--- src/hdl/lpm_map.svh ---
// Register offsets, field positions, reset values and timing counts
`ifndef LPM_MAP_SVH
`define LPM_MAP_SVH
`define LPM_ADDR_BREAK_STATUS   16'hfe00
`define LPM_ADDR_RESET_CAUSE    16'hfe01
`define LPM_ADDR_BREAK_CONTROL  16'hfe03
`define LPM_BIT_BREAK_WAIT      1
`define LPM_BIT_CLEAR_ENABLE    0
`define LPM_BIT_POWER_ON        7
`define LPM_BIT_PIN             6
`define LPM_BIT_WATCHDOG        5
`define LPM_BIT_ILL_OPCODE      4
`define LPM_BIT_ILL_ADDRESS     3
`define LPM_BIT_LOW_VOLTAGE     1
`define LPM_RESET_CAUSE_POR     8'h80
`define LPM_RECOVERY_LONG       4096
`define LPM_RECOVERY_SHORT      32
`endif

--- src/hdl/lpm_pkg.sv ---
// Types shared by the low-power mode logic
package lpm_pkg;
  typedef enum logic [2:0] {
    LPM_RUN,
    LPM_WAIT,
    LPM_STOP,
    LPM_RECOVER,
    LPM_RELEASE
  } lpm_state_t;
  typedef enum logic [1:0] {
    LPM_WAKE_NONE,
    LPM_WAKE_RESET,
    LPM_WAKE_BREAK,
    LPM_WAKE_IRQ
  } lpm_wake_t;
endpackage : lpm_pkg

--- src/hdl/lpm_count_if.sv ---
// Link between the sequencer and its recovery counter
`timescale 1ns/10ps
interface lpm_count_if #(parameter int WIDTH = 13);
  logic             hold;
  logic             tick;
  logic [WIDTH-1:0] count;
  modport ctrl (output hold, output tick, input count);
  modport cnt  (input hold, input tick, output count);
endinterface : lpm_count_if

--- src/hdl/lpm_sequencer.sv ---
// Wait/stop sequencer with reset cause and break flag registers
//
// Strobed register access was left to the implementer.
`timescale 1ns/10ps
`include "lpm_map.svh"
module lpm_sequencer
  import lpm_pkg::*;
#(
  parameter int LONG_RECOVERY  = `LPM_RECOVERY_LONG,
  parameter int SHORT_RECOVERY = `LPM_RECOVERY_SHORT,
  parameter int CNT_W          = 13
) (
  // Clock and reset
  input  wire logic        ref_clk,
  input  wire logic        rst,
  // Register port
  input  wire logic [15:0] reg_addr,
  input  wire logic [7:0]  reg_wdata,
  input  wire logic        reg_write,
  input  wire logic        reg_read,
  output logic      [7:0]  reg_rdata,
  // Processor side
  input  wire logic        wait_exec,
  input  wire logic        stop_exec,
  input  wire logic        irq_pending,
  input  wire logic        break_irq,
  input  wire logic        break_state,
  output logic             cpu_clk_en,
  output logic             periph_clk_en,
  output logic             clear_imask,
  output logic             start_stacking,
  output logic             break_wake,
  output logic             flag_clear_allow,
  // Clock generator side
  input  wire logic        osc_tick,
  output logic             bus_rate_clock_output_en,
  output logic             oscillator_rate_clock_en,
  // Options and reset sources
  input  wire logic        watchdog_disable_option,
  input  wire logic        short_stop_recovery_option,
  input  wire logic        por_event,
  input  wire logic        pin_reset,
  input  wire logic        watchdog_reset,
  input  wire logic        illegal_opcode_reset,
  input  wire logic        illegal_address_reset,
  input  wire logic        low_voltage_reset,
  output logic             watchdog_enable
);
  initial begin
    if (LONG_RECOVERY < 2 || LONG_RECOVERY > (1 << CNT_W) || SHORT_RECOVERY < 2
        || SHORT_RECOVERY > LONG_RECOVERY)
      $error("lpm_sequencer: recovery counts do not fit the counter");
  end

  lpm_state_t state;
  lpm_count_if #(.WIDTH(CNT_W)) cif ();
  lpm_counter u_counter (
    .ref_clk (ref_clk),
    .rst     (rst),
    .cif     (cif)
  );

  // Pin-level inputs are asynchronous to the bus clock
  logic [1:0] pin_raw;
  logic [1:0] pin_s2;
  assign pin_raw = {pin_reset, low_voltage_reset};
  for (genvar p = 0; p < 2; p++) begin : g_pin_sync
    logic stage1;
    logic stage2;
    always_ff @(posedge ref_clk) begin
      if (rst) begin
        stage1 <= 1'b0;
        stage2 <= 1'b0;
      end else begin
        stage1 <= pin_raw[p];
        stage2 <= stage1;
      end
    end
    assign pin_s2[p] = stage2;
  end

  logic any_reset;
  logic [7:0] cause_set;
  assign cause_set = {1'b0, pin_s2[1], watchdog_reset, illegal_opcode_reset,
                      illegal_address_reset, 1'b0, pin_s2[0], 1'b0};
  assign any_reset = |cause_set;

  lpm_wake_t wake;
  always_comb begin
    if (any_reset) begin
      wake = LPM_WAKE_RESET;
    end else if (break_irq) begin
      wake = LPM_WAKE_BREAK;
    end else if (irq_pending) begin
      wake = LPM_WAKE_IRQ;
    end else begin
      wake = LPM_WAKE_NONE;
    end
  end

  logic [CNT_W-1:0] next_target;
  logic [CNT_W-1:0] target;
  assign next_target = short_stop_recovery_option ? CNT_W'(SHORT_RECOVERY - 1)
                                                  : CNT_W'(LONG_RECOVERY - 1);
  logic stop_is_break;

  // Main mode sequence
  always_ff @(posedge ref_clk) begin
    if (rst) begin
      state         <= LPM_RUN;
      target        <= '0;
      stop_is_break <= 1'b0;
    end else begin
      case (state)
        LPM_RUN: begin
          if (stop_exec) begin
            state  <= LPM_STOP;
            target <= next_target;
          end else if (wait_exec) begin
            state <= LPM_WAIT;
          end
        end
        LPM_WAIT: begin
          if (wake != LPM_WAKE_NONE) begin
            state <= LPM_RUN;
          end
        end
        LPM_STOP: begin
          if (wake == LPM_WAKE_RESET) begin
            state <= LPM_RUN;
          end else if (wake != LPM_WAKE_NONE) begin
            state         <= LPM_RECOVER;
            stop_is_break <= (wake == LPM_WAKE_BREAK);
          end
        end
        LPM_RECOVER: begin
          if (any_reset) begin
            state <= LPM_RUN;
          end else if (osc_tick && cif.count == target) begin
            state <= LPM_RELEASE;
          end
        end
        LPM_RELEASE: begin
          state <= LPM_RUN;
        end
        default: begin
          state <= LPM_RUN;
        end
      endcase
    end
  end

  // Counter held through stop until recovery begins
  assign cif.hold = (state == LPM_STOP) || (state == LPM_RUN && stop_exec);
  assign cif.tick = osc_tick;

  // Next clock enables from the mode sequence
  logic next_cpu_clk_en;
  logic next_periph_clk_en;
  logic next_gen_clk_en;
  always_comb begin
    next_cpu_clk_en    = 1'b0;
    next_periph_clk_en = 1'b1;
    next_gen_clk_en    = 1'b1;
    case (state)
      LPM_RUN: begin
        next_cpu_clk_en    = !wait_exec && !stop_exec;
        next_periph_clk_en = !stop_exec;
        next_gen_clk_en    = !stop_exec;
      end
      LPM_WAIT: begin
        next_cpu_clk_en = wake != LPM_WAKE_NONE;
      end
      LPM_STOP: begin
        next_periph_clk_en = 1'b0;
        next_gen_clk_en    = 1'b0;
      end
      LPM_RECOVER: begin
        next_periph_clk_en = 1'b0;
      end
      LPM_RELEASE: begin
        next_cpu_clk_en = 1'b1;
      end
      default: begin
        next_cpu_clk_en = 1'b0;
      end
    endcase
  end

  // Processor clock returns in the same cycle as stacking
  always_ff @(posedge ref_clk) begin
    if (rst) begin
      cpu_clk_en <= 1'b1;
    end else begin
      cpu_clk_en <= next_cpu_clk_en;
    end
  end

  // Peripheral clock keeps running through wait
  always_ff @(posedge ref_clk) begin
    if (rst) begin
      periph_clk_en <= 1'b1;
    end else begin
      periph_clk_en <= next_periph_clk_en;
    end
  end

  // Clocks restart on the second cycle of recovery, before the recovery count ends
  always_ff @(posedge ref_clk) begin
    if (rst) begin
      bus_rate_clock_output_en <= 1'b1;
      oscillator_rate_clock_en <= 1'b1;
    end else begin
      bus_rate_clock_output_en <= next_gen_clk_en;
      oscillator_rate_clock_en <= next_gen_clk_en;
    end
  end

  // Watchdog stays on in wait unless the option disables it
  always_ff @(posedge ref_clk) begin
    if (rst) begin
      watchdog_enable <= 1'b0;
    end else begin
      watchdog_enable <= !watchdog_disable_option;
    end
  end

  // Interrupt mask cleared by either low-power instruction
  always_ff @(posedge ref_clk) begin
    if (rst) begin
      clear_imask <= 1'b0;
    end else begin
      clear_imask <= state == LPM_RUN && (wait_exec || stop_exec);
    end
  end

  // Stacking after stop waits for the recovery count
  always_ff @(posedge ref_clk) begin
    if (rst) begin
      start_stacking <= 1'b0;
    end else begin
      start_stacking <= (state == LPM_WAIT && wake == LPM_WAKE_IRQ)
                        || (state == LPM_RELEASE && !stop_is_break);
    end
  end

  // Break wake reported to the processor
  always_ff @(posedge ref_clk) begin
    if (rst) begin
      break_wake <= 1'b0;
    end else begin
      break_wake <= (state == LPM_WAIT && wake == LPM_WAKE_BREAK)
                    || (state == LPM_RELEASE && stop_is_break);
    end
  end

  // Break flag control register
  logic clear_enable;
  always_ff @(posedge ref_clk) begin
    if (rst) begin
      clear_enable <= 1'b0;
    end else if (reg_write && reg_addr == `LPM_ADDR_BREAK_CONTROL) begin
      clear_enable <= reg_wdata[`LPM_BIT_CLEAR_ENABLE];
    end
  end

  // Second steps of two-step clears are only suppressed, never remembered
  always_ff @(posedge ref_clk) begin
    if (rst) begin
      flag_clear_allow <= 1'b1;
    end else begin
      flag_clear_allow <= !break_state || clear_enable;
    end
  end

  logic clears_ok;
  assign clears_ok = !break_state || clear_enable;

  // Break-exited-wait flag
  logic break_exited_wait_flag;
  always_ff @(posedge ref_clk) begin
    if (rst) begin
      break_exited_wait_flag <= 1'b0;
    end else if (state == LPM_WAIT && wake == LPM_WAKE_BREAK) begin
      break_exited_wait_flag <= 1'b1;
    end else if (reg_write && reg_addr == `LPM_ADDR_BREAK_STATUS && clears_ok
                 && !reg_wdata[`LPM_BIT_BREAK_WAIT]) begin
      break_exited_wait_flag <= 1'b0;
    end
  end

  // Reset cause flags; set wins over read-clear
  localparam logic [7:0] POR_CAUSE = `LPM_RESET_CAUSE_POR;
  logic [7:0] reset_cause;
  logic       cause_read;
  assign cause_read = reg_read && reg_addr == `LPM_ADDR_RESET_CAUSE && clears_ok;
  for (genvar b = 0; b < 8; b++) begin : g_cause
    logic flag;
    always_ff @(posedge ref_clk) begin
      if (rst || por_event) begin
        flag <= POR_CAUSE[b];
      end else if (cause_set[b]) begin
        flag <= 1'b1;
      end else if (cause_read) begin
        flag <= 1'b0;
      end
    end
    assign reset_cause[b] = flag;
  end

  // Read port
  always_ff @(posedge ref_clk) begin
    if (rst) begin
      reg_rdata <= 8'h00;
    end else if (reg_read) begin
      case (reg_addr)
        `LPM_ADDR_BREAK_STATUS:  reg_rdata <= 8'(break_exited_wait_flag) << `LPM_BIT_BREAK_WAIT;
        `LPM_ADDR_RESET_CAUSE:   reg_rdata <= reset_cause;
        `LPM_ADDR_BREAK_CONTROL: reg_rdata <= 8'(clear_enable) << `LPM_BIT_CLEAR_ENABLE;
        default:                 reg_rdata <= 8'h00;
      endcase
    end else begin
      reg_rdata <= 8'h00;
    end
  end
endmodule : lpm_sequencer

--- src/hdl/lpm_counter.sv ---
// Free-running internal counter, held while stopped
`timescale 1ns/10ps
module lpm_counter (
  // Clock and reset
  input wire logic ref_clk,
  input wire logic rst,
  // Control
  lpm_count_if.cnt cif
);
  // Reset and hold both clear it; otherwise it counts oscillator ticks
  always_ff @(posedge ref_clk) begin
    if (rst) begin
      cif.count <= '0;
    end else if (cif.hold) begin
      cif.count <= '0;
    end else if (cif.tick) begin
      cif.count <= cif.count + 1'b1;
    end
  end
endmodule : lpm_counter

--- config.mk ---
export PLATFORM = sky130hd
export DESIGN_NAME = lpm_sequencer
export DESIGN_NICKNAME = d
export VERILOG_FILES = /design/src/hdl/lpm_pkg.sv /design/src/hdl/lpm_count_if.sv /design/src/hdl/lpm_sequencer.sv /design/src/hdl/lpm_counter.sv
export VERILOG_INCLUDE_DIRS = /design/src /design/src/hdl
export SDC_FILE = /design/constraint.sdc
export NUM_CORES = 1
export LEC_CHECK = 0
export BUFFER_PORTS_ARGS = -buffer_cell sky130_fd_sc_hd__buf_2
export CAP_MARGIN = 20
export CORE_ASPECT_RATIO = 1.1
export CORE_MARGIN = 2
export CORE_UTILIZATION = 50
export DETAILED_ROUTE_END_ITERATION = 8
export PLACE_DENSITY = 0.9
export SLEW_MARGIN = 20
export SYNTH_ARGS = -nofsm -noshare
export SYNTH_HDL_FRONTEND = slang
export SYNTH_SLANG_ARGS = --single-unit
--- constraint.sdc ---
create_clock -name ref_clk -period 1.9 [get_ports ref_clk]
set_input_delay 0.38 -clock ref_clk [delete_from_list [all_inputs] [get_ports ref_clk]]
set_output_delay 0.38 -clock ref_clk [all_outputs]
set_load 0.01 [all_outputs]
Word-level counts from Yosys, hierarchy flattened
Cells that the tools add are included.
{ "classes": {"eq_ne": 15, "n_bitwise": 2, "n_reduce_logical": 41, "mux": 24, "n_addsub": 1} }
{ "op_table": {"columns": ["operator", "n"], "rows": [
  ["$eq A16 B16 Y1 const B", 3],
  ["$pmux W8 S3", 1],
  ["$mux W3", 7],
  ["$logic_and A1 B1 Y1", 14],
  ["$reduce_bool A2 Y1", 7],
  ["$add A13 B1 Y13 const B", 1],
  ["$eq A13 B13 Y1", 1],
  ["$mux W12", 1],
  ["$pmux W3 S4", 1],
  ["$ne A3 B3 Y1 const B", 3],
  ["$mux W1", 8],
  ["$eq A3 B2 Y1 const B", 2],
  ["$logic_not A1 Y1", 6],
  ["$logic_or A1 B1 Y1", 6],
  ["$mux W2", 3],
  ["$reduce_or A2 Y1", 3],
  ["$reduce_or A5 Y1", 1],
  ["$eq A2 B2 Y1 const B", 2],
  ["$pmux W1 S2", 2],
  ["$reduce_and A4 Y1", 1],
  ["$eq A3 B1 Y1 const B", 1],
  ["$eq A3 B3 Y1 const B", 1],
  ["$logic_not A3 Y1", 1],
  ["$pmux W1 S3", 1],
  ["other kinds (5)", 6]
]} }
{ "word_totals": {"reg_bits": 58, "in_bits": 42, "out_inout_bits": 17, "elab_cells": 108} }

Depth between registers and ports, before layout
Gate-level depths: netlist of the first run.
{ "logic_depth": {"depth_word": 7, "depth_mapped": 6, "mapped_depth_nobuf": 6} }

Cells and area by module
From an unflattened synthesis of the first run, not the netlist that was laid out.
{ "unflattened": {"cells_unflattened": 226, "hier_area_um2": 2010.7} }
{ "by_module_without_submodules": {"columns": ["mod", "instances", "seq_area_each_um2", "cells_each", "area_per_inst_um2"], "rows": [
  ["lpm_sequencer", 1, 660.6, 158, 1385.1],
  ["lpm_counter", 1, 260.2, 68, 625.6]
]} }

Worst setup path after synthesis of the first run
OpenSTA, ideal clock, no wires.
{ "synth_path": {"path_type": "input-to-reg", "startpoint": "in watchdog_reset", "endpoint": "reg cpu_clk_en", "setup_time_ns": 0.127, "path_stages": 5, "required_ns": 1.773, "path_buffers": 0, "arrival_time_ns": 1.534, "path_slack_ns": 0.239, "cell_sequence": "or4_4 > nor2_2 > a211o_1 > a21oi_1 > or3_1"} }
{ "synth_via": {"elab_chain_cells": 4} }
{ "synth_rtl": {"columns": ["element", "line", "text"], "rows": [
  ["start: declaration", "lpm_sequencer.sv:43", "input wire logic watchdog_reset,"],
  ["$reduce_or A5 Y1", "lpm_sequencer.sv:86", "assign any_reset = |cause_set;"],
  ["$mux W2", "lpm_sequencer.sv:90", "if (any_reset) begin"],
  ["$reduce_bool A2 Y1", "lpm_sequencer.sv:172", "next_cpu_clk_en = wake != LPM_WAKE_NONE;"],
  ["$pmux W1 S3", "lpm_sequencer.sv:165", "case (state)"],
  ["end signal: assignment", "lpm_sequencer.sv:195", "cpu_clk_en <= next_cpu_clk_en;"],
  ["end: declaration", "lpm_sequencer.sv:28", "output logic cpu_clk_en,"]
]} }
No other way between the ends.
A chain may end at the register's enable or synchronous reset.

Final worst setup path of the first run
{ "layout_path": {"startpoint": "reg g_pin_sync[1].stage2", "endpoint": "reg cpu_clk_en"} }
{ "layout_via": {"elab_chain_cells": 4} }
{ "layout_rtl": {"columns": ["element", "line", "text"], "rows": [
  ["start: declaration", "lpm_sequencer.sv:69", "logic stage2;"],
  ["start signal: assignment", "lpm_sequencer.sv:76", "stage2 <= stage1;"],
  ["$reduce_or A5 Y1", "lpm_sequencer.sv:86", null],
  ["$mux W2", "lpm_sequencer.sv:90", null],
  ["$reduce_bool A2 Y1", "lpm_sequencer.sv:172", null],
  ["$pmux W1 S3", "lpm_sequencer.sv:165", null]
]} }
No other way between the ends.

==> parameters.txt, run 1 <==
Parameter                              Value

Placement
  Post-place instance area    2272 µm²
  Post-DP HPWL    2.988 mm
  Number of buffers added on ports    51
  Routability-driven placement congestion ratio    0.8080

Cells and area
  Layout fillers    295
  ANT cells    0
  Post-route cell area    2366 µm²
  Final core utilization    0.6373
  Number of nets at the end of the flow    308
  Relative area change from synthesis to final layout    20.37%
  Proportion of layout cells with a drive suffix above 1    0.2707

Logic synthesis
  Net count of the mapped netlist    252
  Count of flip-flops with a built-in enable after synthesis    0
  Instance count of the mapped netlist    209
  Synthesized area divided by synthesized cell count    9.405 µm²
  Cell area after technology mapping    1966 µm²
  Async S/R FF share, synth    0
  Number of register bits inferred by synthesis    46
  Warning count from the yosys run    0
  Sequential element share of the synthesized area    0.4685
  Top FF cell, synth    sky130_fd_sc_hd__dfxtp_1
  Unique masters post-synth    47

Min path
  Hold WC Path Type    primary input to register
  Hold path startpoint    watchdog_disable_option
  Worst Hold Depth    2

Setup path
  Reg-to-reg startpoint    g_pin_sync[1].stage2$_SDFF_PP0_
  Maximum cell stage delay along the critical path    0.56 ns
  Cells traversed along the worst timing path    or4_4 -> nor2_2 -> a211o_1 -> a21oi_1 -> or3_1
  Worst setup EP type    register
  Data arrival time of the critical path    1.90 ns
  Crit path kind    register to register
  Reg-to-reg setup timing slack    0.18 ns
  Endpoint of the worst register-to-register path    cpu_clk_en$_SDFF_PP1_
  Highest net fanout along the worst path    4
  Startpoint of the most critical setup path    g_pin_sync[1].stage2$_SDFF_PP0_
  Critical path data required time    2.09 ns
  Cell count of the worst reg-to-reg path    5
  Termination of the worst setup path    cpu_clk_en$_SDFF_PP1_
  Nature of the critical path startpoint    register
  Master of the slowest instance on the critical path    sky130_fd_sc_hd__or4_4

Global routing
  Pin count of the biggest net entering global routing    22
  Antenna violations before repair    0
  Grt ovf    0
  Wire length of the first global-routing pass    6.568 mm
  Number of global-route vias before repair    1567
  Total routing usage reported by global routing    0.1885

STA
  Fin Setup TNS    0 ns
  Finish-stage setup viols    0
  Tightest slew margin relative to the limit    0.6037
  Post-route clock period utilization    0.9031
  Worst hold slack across all endpoints    0.2227 ns
  Least-Margin Pin Slew    0.5937 ns
  Hold Violations, Final    0
  RSZ-0062 raised after global routing    no
  Layout Skew    0.003423 ns
  Fmax achieved    582.8 MHz
  Minimum period implied by the final worst setup slack    1.716 ns
  Pins over their slew limit    0

Power and ir drop
  Clock Power Share    0.326
  Cell leakage power    0.001021 µW
  Switching share of power    0.2644
  Maximum VDD drop    597.3 µV
  Relative contribution of combinational cells to total power    0.121
  Internal power consumption    1371 µW
  Power consumption    1863 µW
  Total net switching power    492.7 µW
  Power density over the cells    787.6 nW/µm²
  Share of power burned in registers    0.553

CTS
  PostCTS Resize Cnt    0
  Cts-stage hold buffer count    0
  Clock Latency Late Sink    0.30 ns
  Buffer depth of the longest clock path    2
  Number of sinks driven by the clock tree    46
  Number of buffers created by CTS    5
  Number of H-tree levels    2
  Setup repair bufs after CTS    0
  Clock transition at the registers of the reported paths    0.09 ns
  Clock tree from TritonCTS    done
  CTS Root Cell    sky130_fd_sc_hd__clkbuf_8

Detailed routing
  Starting DRC count in detailed routing    48
  Routed length per instance    12.71 µm
  Routed WL    4.016 mm
  Remaining antenna violation count after routing    0
  Average via count per standard cell    5.225
  Post-detailed-route DRC marker count    0
  1st-pass router iterations    4
  Via count    1651

Floorplanning
  Standard-cell rows    23
  Boundary Pins    59
  Die span in x    63.78 µm
  Die extent in y    69.76 µm
  Initial core utilization    0.5295
  Core outline area    3712 µm²
  Total die area    4449 µm²

Flow run
  Count of max-cap constraint violations    0

Status
  Outcome    complete, no violations
==> final cells by class <==
class / count / area, µm² / share of cell area
timing repair buffer: 58 / 307.8 / 0.1301
tap: 50 / 62.56 / 0.02644
multi-input combinational: 149 / 962.2 / 0.4067
clock buffer: 5 / 68.82 / 0.02909
clock inverter: 3 / 25.02 / 0.01058
sequential: 46 / 920.9 / 0.3892
inverter: 5 / 18.77 / 0.007932
==> worst max-delay path, delay by kind of cell (launching register included) <==
family          cells  cell delay (ns)
simple gates        3             1.07
compound gates      2             0.22
flops               1             0.32
==> registers in the layout, indices dropped and copies added, names as in the netlist, 2 cells and up <==
register and count:
g_cause.flag 6, reg_rdata 7, state 3, u_counter.cif.count 13
g_pin_sync.stage1 2, g_pin_sync.stage2 2, target 2
==> synthesized netlist by cell type, types with 2 or more instances <==
master | n | area (µm²)
sky130_fd_sc_hd__dfxtp_1 | 46 | 920.9
sky130_fd_sc_hd__nor2_1 | 33 | 123.9
sky130_fd_sc_hd__nand2_1 | 11 | 41.29
sky130_fd_sc_hd__and2_1 | 10 | 62.56
sky130_fd_sc_hd__xor2_1 | 9 | 78.83
sky130_fd_sc_hd__and3_1 | 8 | 50.05
sky130_fd_sc_hd__nor2b_1 | 6 | 37.54
sky130_fd_sc_hd__xnor2_1 | 6 | 52.55
sky130_fd_sc_hd__inv_1 | 5 | 18.77
sky130_fd_sc_hd__nand3_1 | 5 | 25.02
sky130_fd_sc_hd__nor3_1 | 5 | 25.02
sky130_fd_sc_hd__a21oi_1 | 4 | 20.02
sky130_fd_sc_hd__a22o_1 | 4 | 35.03
sky130_fd_sc_hd__a31oi_1 | 4 | 25.02
sky130_fd_sc_hd__buf_4 | 4 | 30.03
sky130_fd_sc_hd__mux2i_1 | 4 | 40.04
sky130_fd_sc_hd__nand4_1 | 4 | 25.02
sky130_fd_sc_hd__clkbuf_1 | 3 | 11.26
sky130_fd_sc_hd__nor4_1 | 3 | 18.77
sky130_fd_sc_hd__or3_1 | 3 | 18.77
sky130_fd_sc_hd__a211o_1 | 2 | 17.52
sky130_fd_sc_hd__a211oi_1 | 2 | 15.01
sky130_fd_sc_hd__a41oi_1 | 2 | 17.52
sky130_fd_sc_hd__buf_6 | 2 | 22.52
sky130_fd_sc_hd__nand2b_1 | 2 | 12.51
==> kinds of logic after synthesis <==
kind of cell | synth area share
AND/OR/NAND/NOR | 0.2814
flip-flops | 0.4685
AO/OA/AOI/OAI | 0.1076
XOR/XNOR | 0.06684
buffers and inverters | 0.04201
multiplexers | 0.02037
adder cells (fa/ha/maj) | 0.01146
other | 0.001908
==> stage by stage <==
step,std cells,worst slack [ns]
2_1_floorplan,209,0.2395
3_3_place_gp,308,0.06629
3_5_place_dp,308,-0.001707
4_1_cts,316,0.1697
5_1_grt,316,0.1041
6_report,316,0.1840
==> power groups by stage <==
stage | Clock [µW] | Sequential, µW | Combinational (µW)
finish | 608 | 1030 | 225
floorplan | 0 | 1040 | 154
CTS | 623 | 1030 | 225
detailed placement | 0 | 1050 | 223
global placement | 0 | 1050 | 214
global route | 667 | 1040 | 246
==> worst min path at each step <==
stage                                                 end
after floorplan           g_pin_sync[0].stage2$_SDFF_PP0_
after global placement    g_pin_sync[0].stage2$_SDFF_PP0_
after detailed placement  g_pin_sync[1].stage2$_SDFF_PP0_
after CTS                      watchdog_enable$_SDFF_PP0_
after global routing           watchdog_enable$_SDFF_PP0_
final                          watchdog_enable$_SDFF_PP0_
==> metal layers <==
| metal | track usage | up-vias | part of all wire |
|---|---|---|---|
| met4 | 0.08937 | 0 | 0.018 |
| met3 | 0.05519 | 6 | 0.061 |
| met2 | 0.3368 | 62 | 0.50 |
| li1 | - | 838 | - |
| met5 | 0 | - | 0 |
| met1 | 0.1988 | 745 | 0.42 |
==> layout by cell type, fill, tap and decap left out, drive strengths merged, types with 2 or more instances in the layout <==
cell type | netlist | final
a211o | 2 | 2
a211oi | 2 | 2
a21oi | 4 | 4
a22o | 5 | 5
a31oi | 4 | 4
a41oi | 2 | 2
and2 | 10 | 10
and3 | 8 | 8
buf | 6 | 58
clkbuf | 3 | 5
dfxtp | 46 | 46
inv | 5 | 6
mux2i | 4 | 4
nand2 | 11 | 11
nand2b | 2 | 2
nand3 | 5 | 5
nand4 | 4 | 4
nor2 | 34 | 34
nor2b | 6 | 6
nor3 | 6 | 6
nor4 | 4 | 4
or3 | 3 | 3
or4 | 2 | 2
xnor2 | 6 | 6
xor2 | 9 | 9
Note: power is estimated with default switching activity, not from simulation.
==> run 2, diff against run 1 <==
CORE_UTILIZATION = 33   (was 50)
PLACE_DENSITY = 0.67   (was 0.9)
REMOVE_ABC_BUFFERS = 1   (was unset)
==> run 2 against run 1 <==
Against the previous run: sequential power hardly changed; worst hold slack worse by 0.0015 ns; setup slack worse by 0.033 ns; non-clock buffer count unchanged; clock power decreased by 2%; combinational power shrank 2%; die area increased by 48%; sequential cell count unchanged; critical path depth stayed put; clock-buffer cell count stayed put; via count fell by 0.48%; critical path type unchanged; largest power group unchanged.
==> parameters.txt, run 2 (same netlist as run 1, synthesis figures left out) <==
Parameter                              Value

Status
  Outcome    complete, no violations

Global routing
  Wire length of the first global-routing pass    6.258 mm (-4.7%)
  Antenna violations before repair    0 (unchanged)
  Total routing usage reported by global routing    0.1166 (-0.07185)
  Pin count of the biggest net entering global routing    22 (unchanged)
  Number of global-route vias before repair    1483 (-5.4%)
  Grt ovf    0 (unchanged)

Power and ir drop
  Maximum VDD drop    307.7 µV (-48%)
  Cell leakage power    0.001019 µW (-0.20%)
  Power density over the cells    770.2 nW/µm² (-2.2%)

Detailed routing
  Average via count per standard cell    4.790 (-8.3%)
  Starting DRC count in detailed routing    54 (+13%)
  Via count    1643 (-0.48%)
  Post-detailed-route DRC marker count    0 (unchanged)
  1st-pass router iterations    4 (unchanged)
  Remaining antenna violation count after routing    0 (unchanged)
  Routed length per instance    11.20 µm (-12%)
  Routed WL    3.840 mm (-4.4%)

Cells and area
  Most common cell after layout, fill and taps aside    sky130_fd_sc_hd__buf_2
  Relative area change from synthesis to final layout    21.90%
  Commonest non-fill, non-tap cells in the layout    sky130_fd_sc_hd__buf_2 (51), sky130_fd_sc_hd__dfxtp_1 (46), sky130_fd_sc_hd__nor2_1 (33), sky130_fd_sc_hd__nand2_1 (11), sky130_fd_sc_hd__and2_1 (10)
  Number of nets at the end of the flow    308 (unchanged)
  ANT cells    0 (unchanged)
  Largest register FFs    13 (unchanged)
  Proportion of layout cells with a drive suffix above 1    0.2707 (unchanged)
  Regs by FF count    u_counter.cif.count x13, reg_rdata x7, g_cause.flag x6
  Register with the most flip-flops    u_counter.cif.count

STA
  Hold Violations, Final    0 (unchanged)
  Layout Skew    0.008461 ns (+0.005038 ns)
  Least-Margin Pin Slew    0.5109 ns (-0.08278 ns)
  Worst setup slack after layout    0.1508 ns (-0.03322 ns)
  Post-route clock period utilization    0.9206 (+0.01749)
  Fmax achieved    571.7 MHz (-1.9%)
  Fin Setup TNS    0 ns (unchanged)
  Pins over their slew limit    0 (unchanged)
  RSZ-0062 raised after global routing    no
  Tightest slew margin relative to the limit    0.6581 (+0.05447)
  Finish-stage setup viols    0 (unchanged)
  Minimum period implied by the final worst setup slack    1.749 ns (+0.03322 ns)

Placement
  Worst slack, placed    0.05055 ns (+0.05225 ns)
  Post-DP HPWL    2.866 mm (-4.1%)
  Number of buffers added on ports    51 (unchanged)
  Routability-driven placement congestion ratio    0.7774 (-3.8%)

Setup path
  Worst setup EP type    register
  Crit path kind    register to register
  Critical path data required time    2.11 ns (+0.02 ns)
  Highest net fanout along the worst path    6 (+2)
  Data arrival time of the critical path    1.96 ns (+0.06 ns)
  Nature of the critical path startpoint    register

CTS
  Setup repair bufs after CTS    0 (unchanged)
  Buffer depth of the longest clock path    2 (unchanged)
  PostCTS Resize Cnt    0 (unchanged)
  CTS Root Cell    sky130_fd_sc_hd__clkbuf_8
  Number of sinks driven by the clock tree    46 (unchanged)
  Clock Latency Late Sink    0.30 ns (about the same)
  Number of buffers created by CTS    5 (unchanged)
  Clock tree from TritonCTS    done
  Cts-stage hold buffer count    0 (unchanged)
  Number of H-tree levels    2 (unchanged)
  Clock transition at the registers of the reported paths    0.09 ns (about the same)

Floorplanning
  Die extent in y    84.95 µm (+22%)
  Total die area    6590 µm² (+48%)
  Initial core utilization    0.3407 (-0.1888)
  Boundary Pins    59 (unchanged)
  Core outline area    5769 µm² (+55%)
  Die span in x    77.59 µm (+22%)
  Standard-cell rows    29 (+26%)

Flow run
  Count of max-cap constraint violations    0 (unchanged)

Min path
  Hold WC Path Type    primary input to register
run 2: path summary, 6_finish.rpt:
path	from	endpoint	slack, ns	cells past startpoint
setup / recovery	u_counter.cif.count[0]$_SDFFE_PP0P_	state[0]$_SDFFE_PP0P_	0.15	5
hold / removal	watchdog_disable_option	watchdog_enable$_SDFF_PP0_	0.22	2
setup reg to reg	u_counter.cif.count[0]$_SDFFE_PP0P_	state[0]$_SDFFE_PP0P_	0.15	5
hold reg to reg	g_pin_sync[0].stage1$_SDFF_PP0_	g_pin_sync[0].stage2$_SDFF_PP0_	0.44	1
run 2: area by class of cell:
class | instances | area (µm²)
Fill cell | 576 | 3373
Multi-Input combinational cell | 149 | 962.2
Sequential cell | 46 | 920.9
Timing Repair Buffer | 58 | 307.8
Tap cell | 77 | 96.34
Clock buffer | 5 | 68.82
Clock inverter | 3 | 21.27
Inverter | 5 | 18.77
run 2: critical path, stage by stage (launching register included):
cell	delay, ns
sky130_fd_sc_hd__dfxtp_1	0.37
sky130_fd_sc_hd__or4_1	0.53
sky130_fd_sc_hd__o22a_1	0.19
sky130_fd_sc_hd__a31oi_1	0.20
sky130_fd_sc_hd__a31oi_1	0.13
sky130_fd_sc_hd__a31o_1	0.23
run 2: stage by stage:
stage                     utilization  instance area [µm²]  total power, µW  hold slack [ns]  cells
after global routing           0.4153                 2396             1931           0.2144    343
after CTS                      0.4153                 2396             1879           0.2130    343
after floorplan                     -                 1902             1171           0.4138    200
after global placement         0.3997                 2306             1270           0.4172    335
after detailed placement       0.3997                 2306             1275           0.4275    335
final                          0.4153                 2396             1845           0.2212    343
run 2: layer usage:
layer | part of all wire | global-route usage | vias to the layer above
li1 | - | - | 835
met1 | 0.45 | 0.1315 | 754
met2 | 0.47 | 0.2061 | 49
met3 | 0.068 | 0.03936 | 5
met4 | 0.011 | 0.03734 | 0
met5 | 0 | 0 | -
run 2: report_power, final:
part | internal [µW] | switching, µW | leakage, µW | total (µW)
combinational | 109 | 112 | 0.000600 | 221
clock | 258 | 336 | 0.0000441 | 594
sequential | 997 | 33.2 | 0.000375 | 1030
total | 1360 | 481 | 0.00102 | 1850
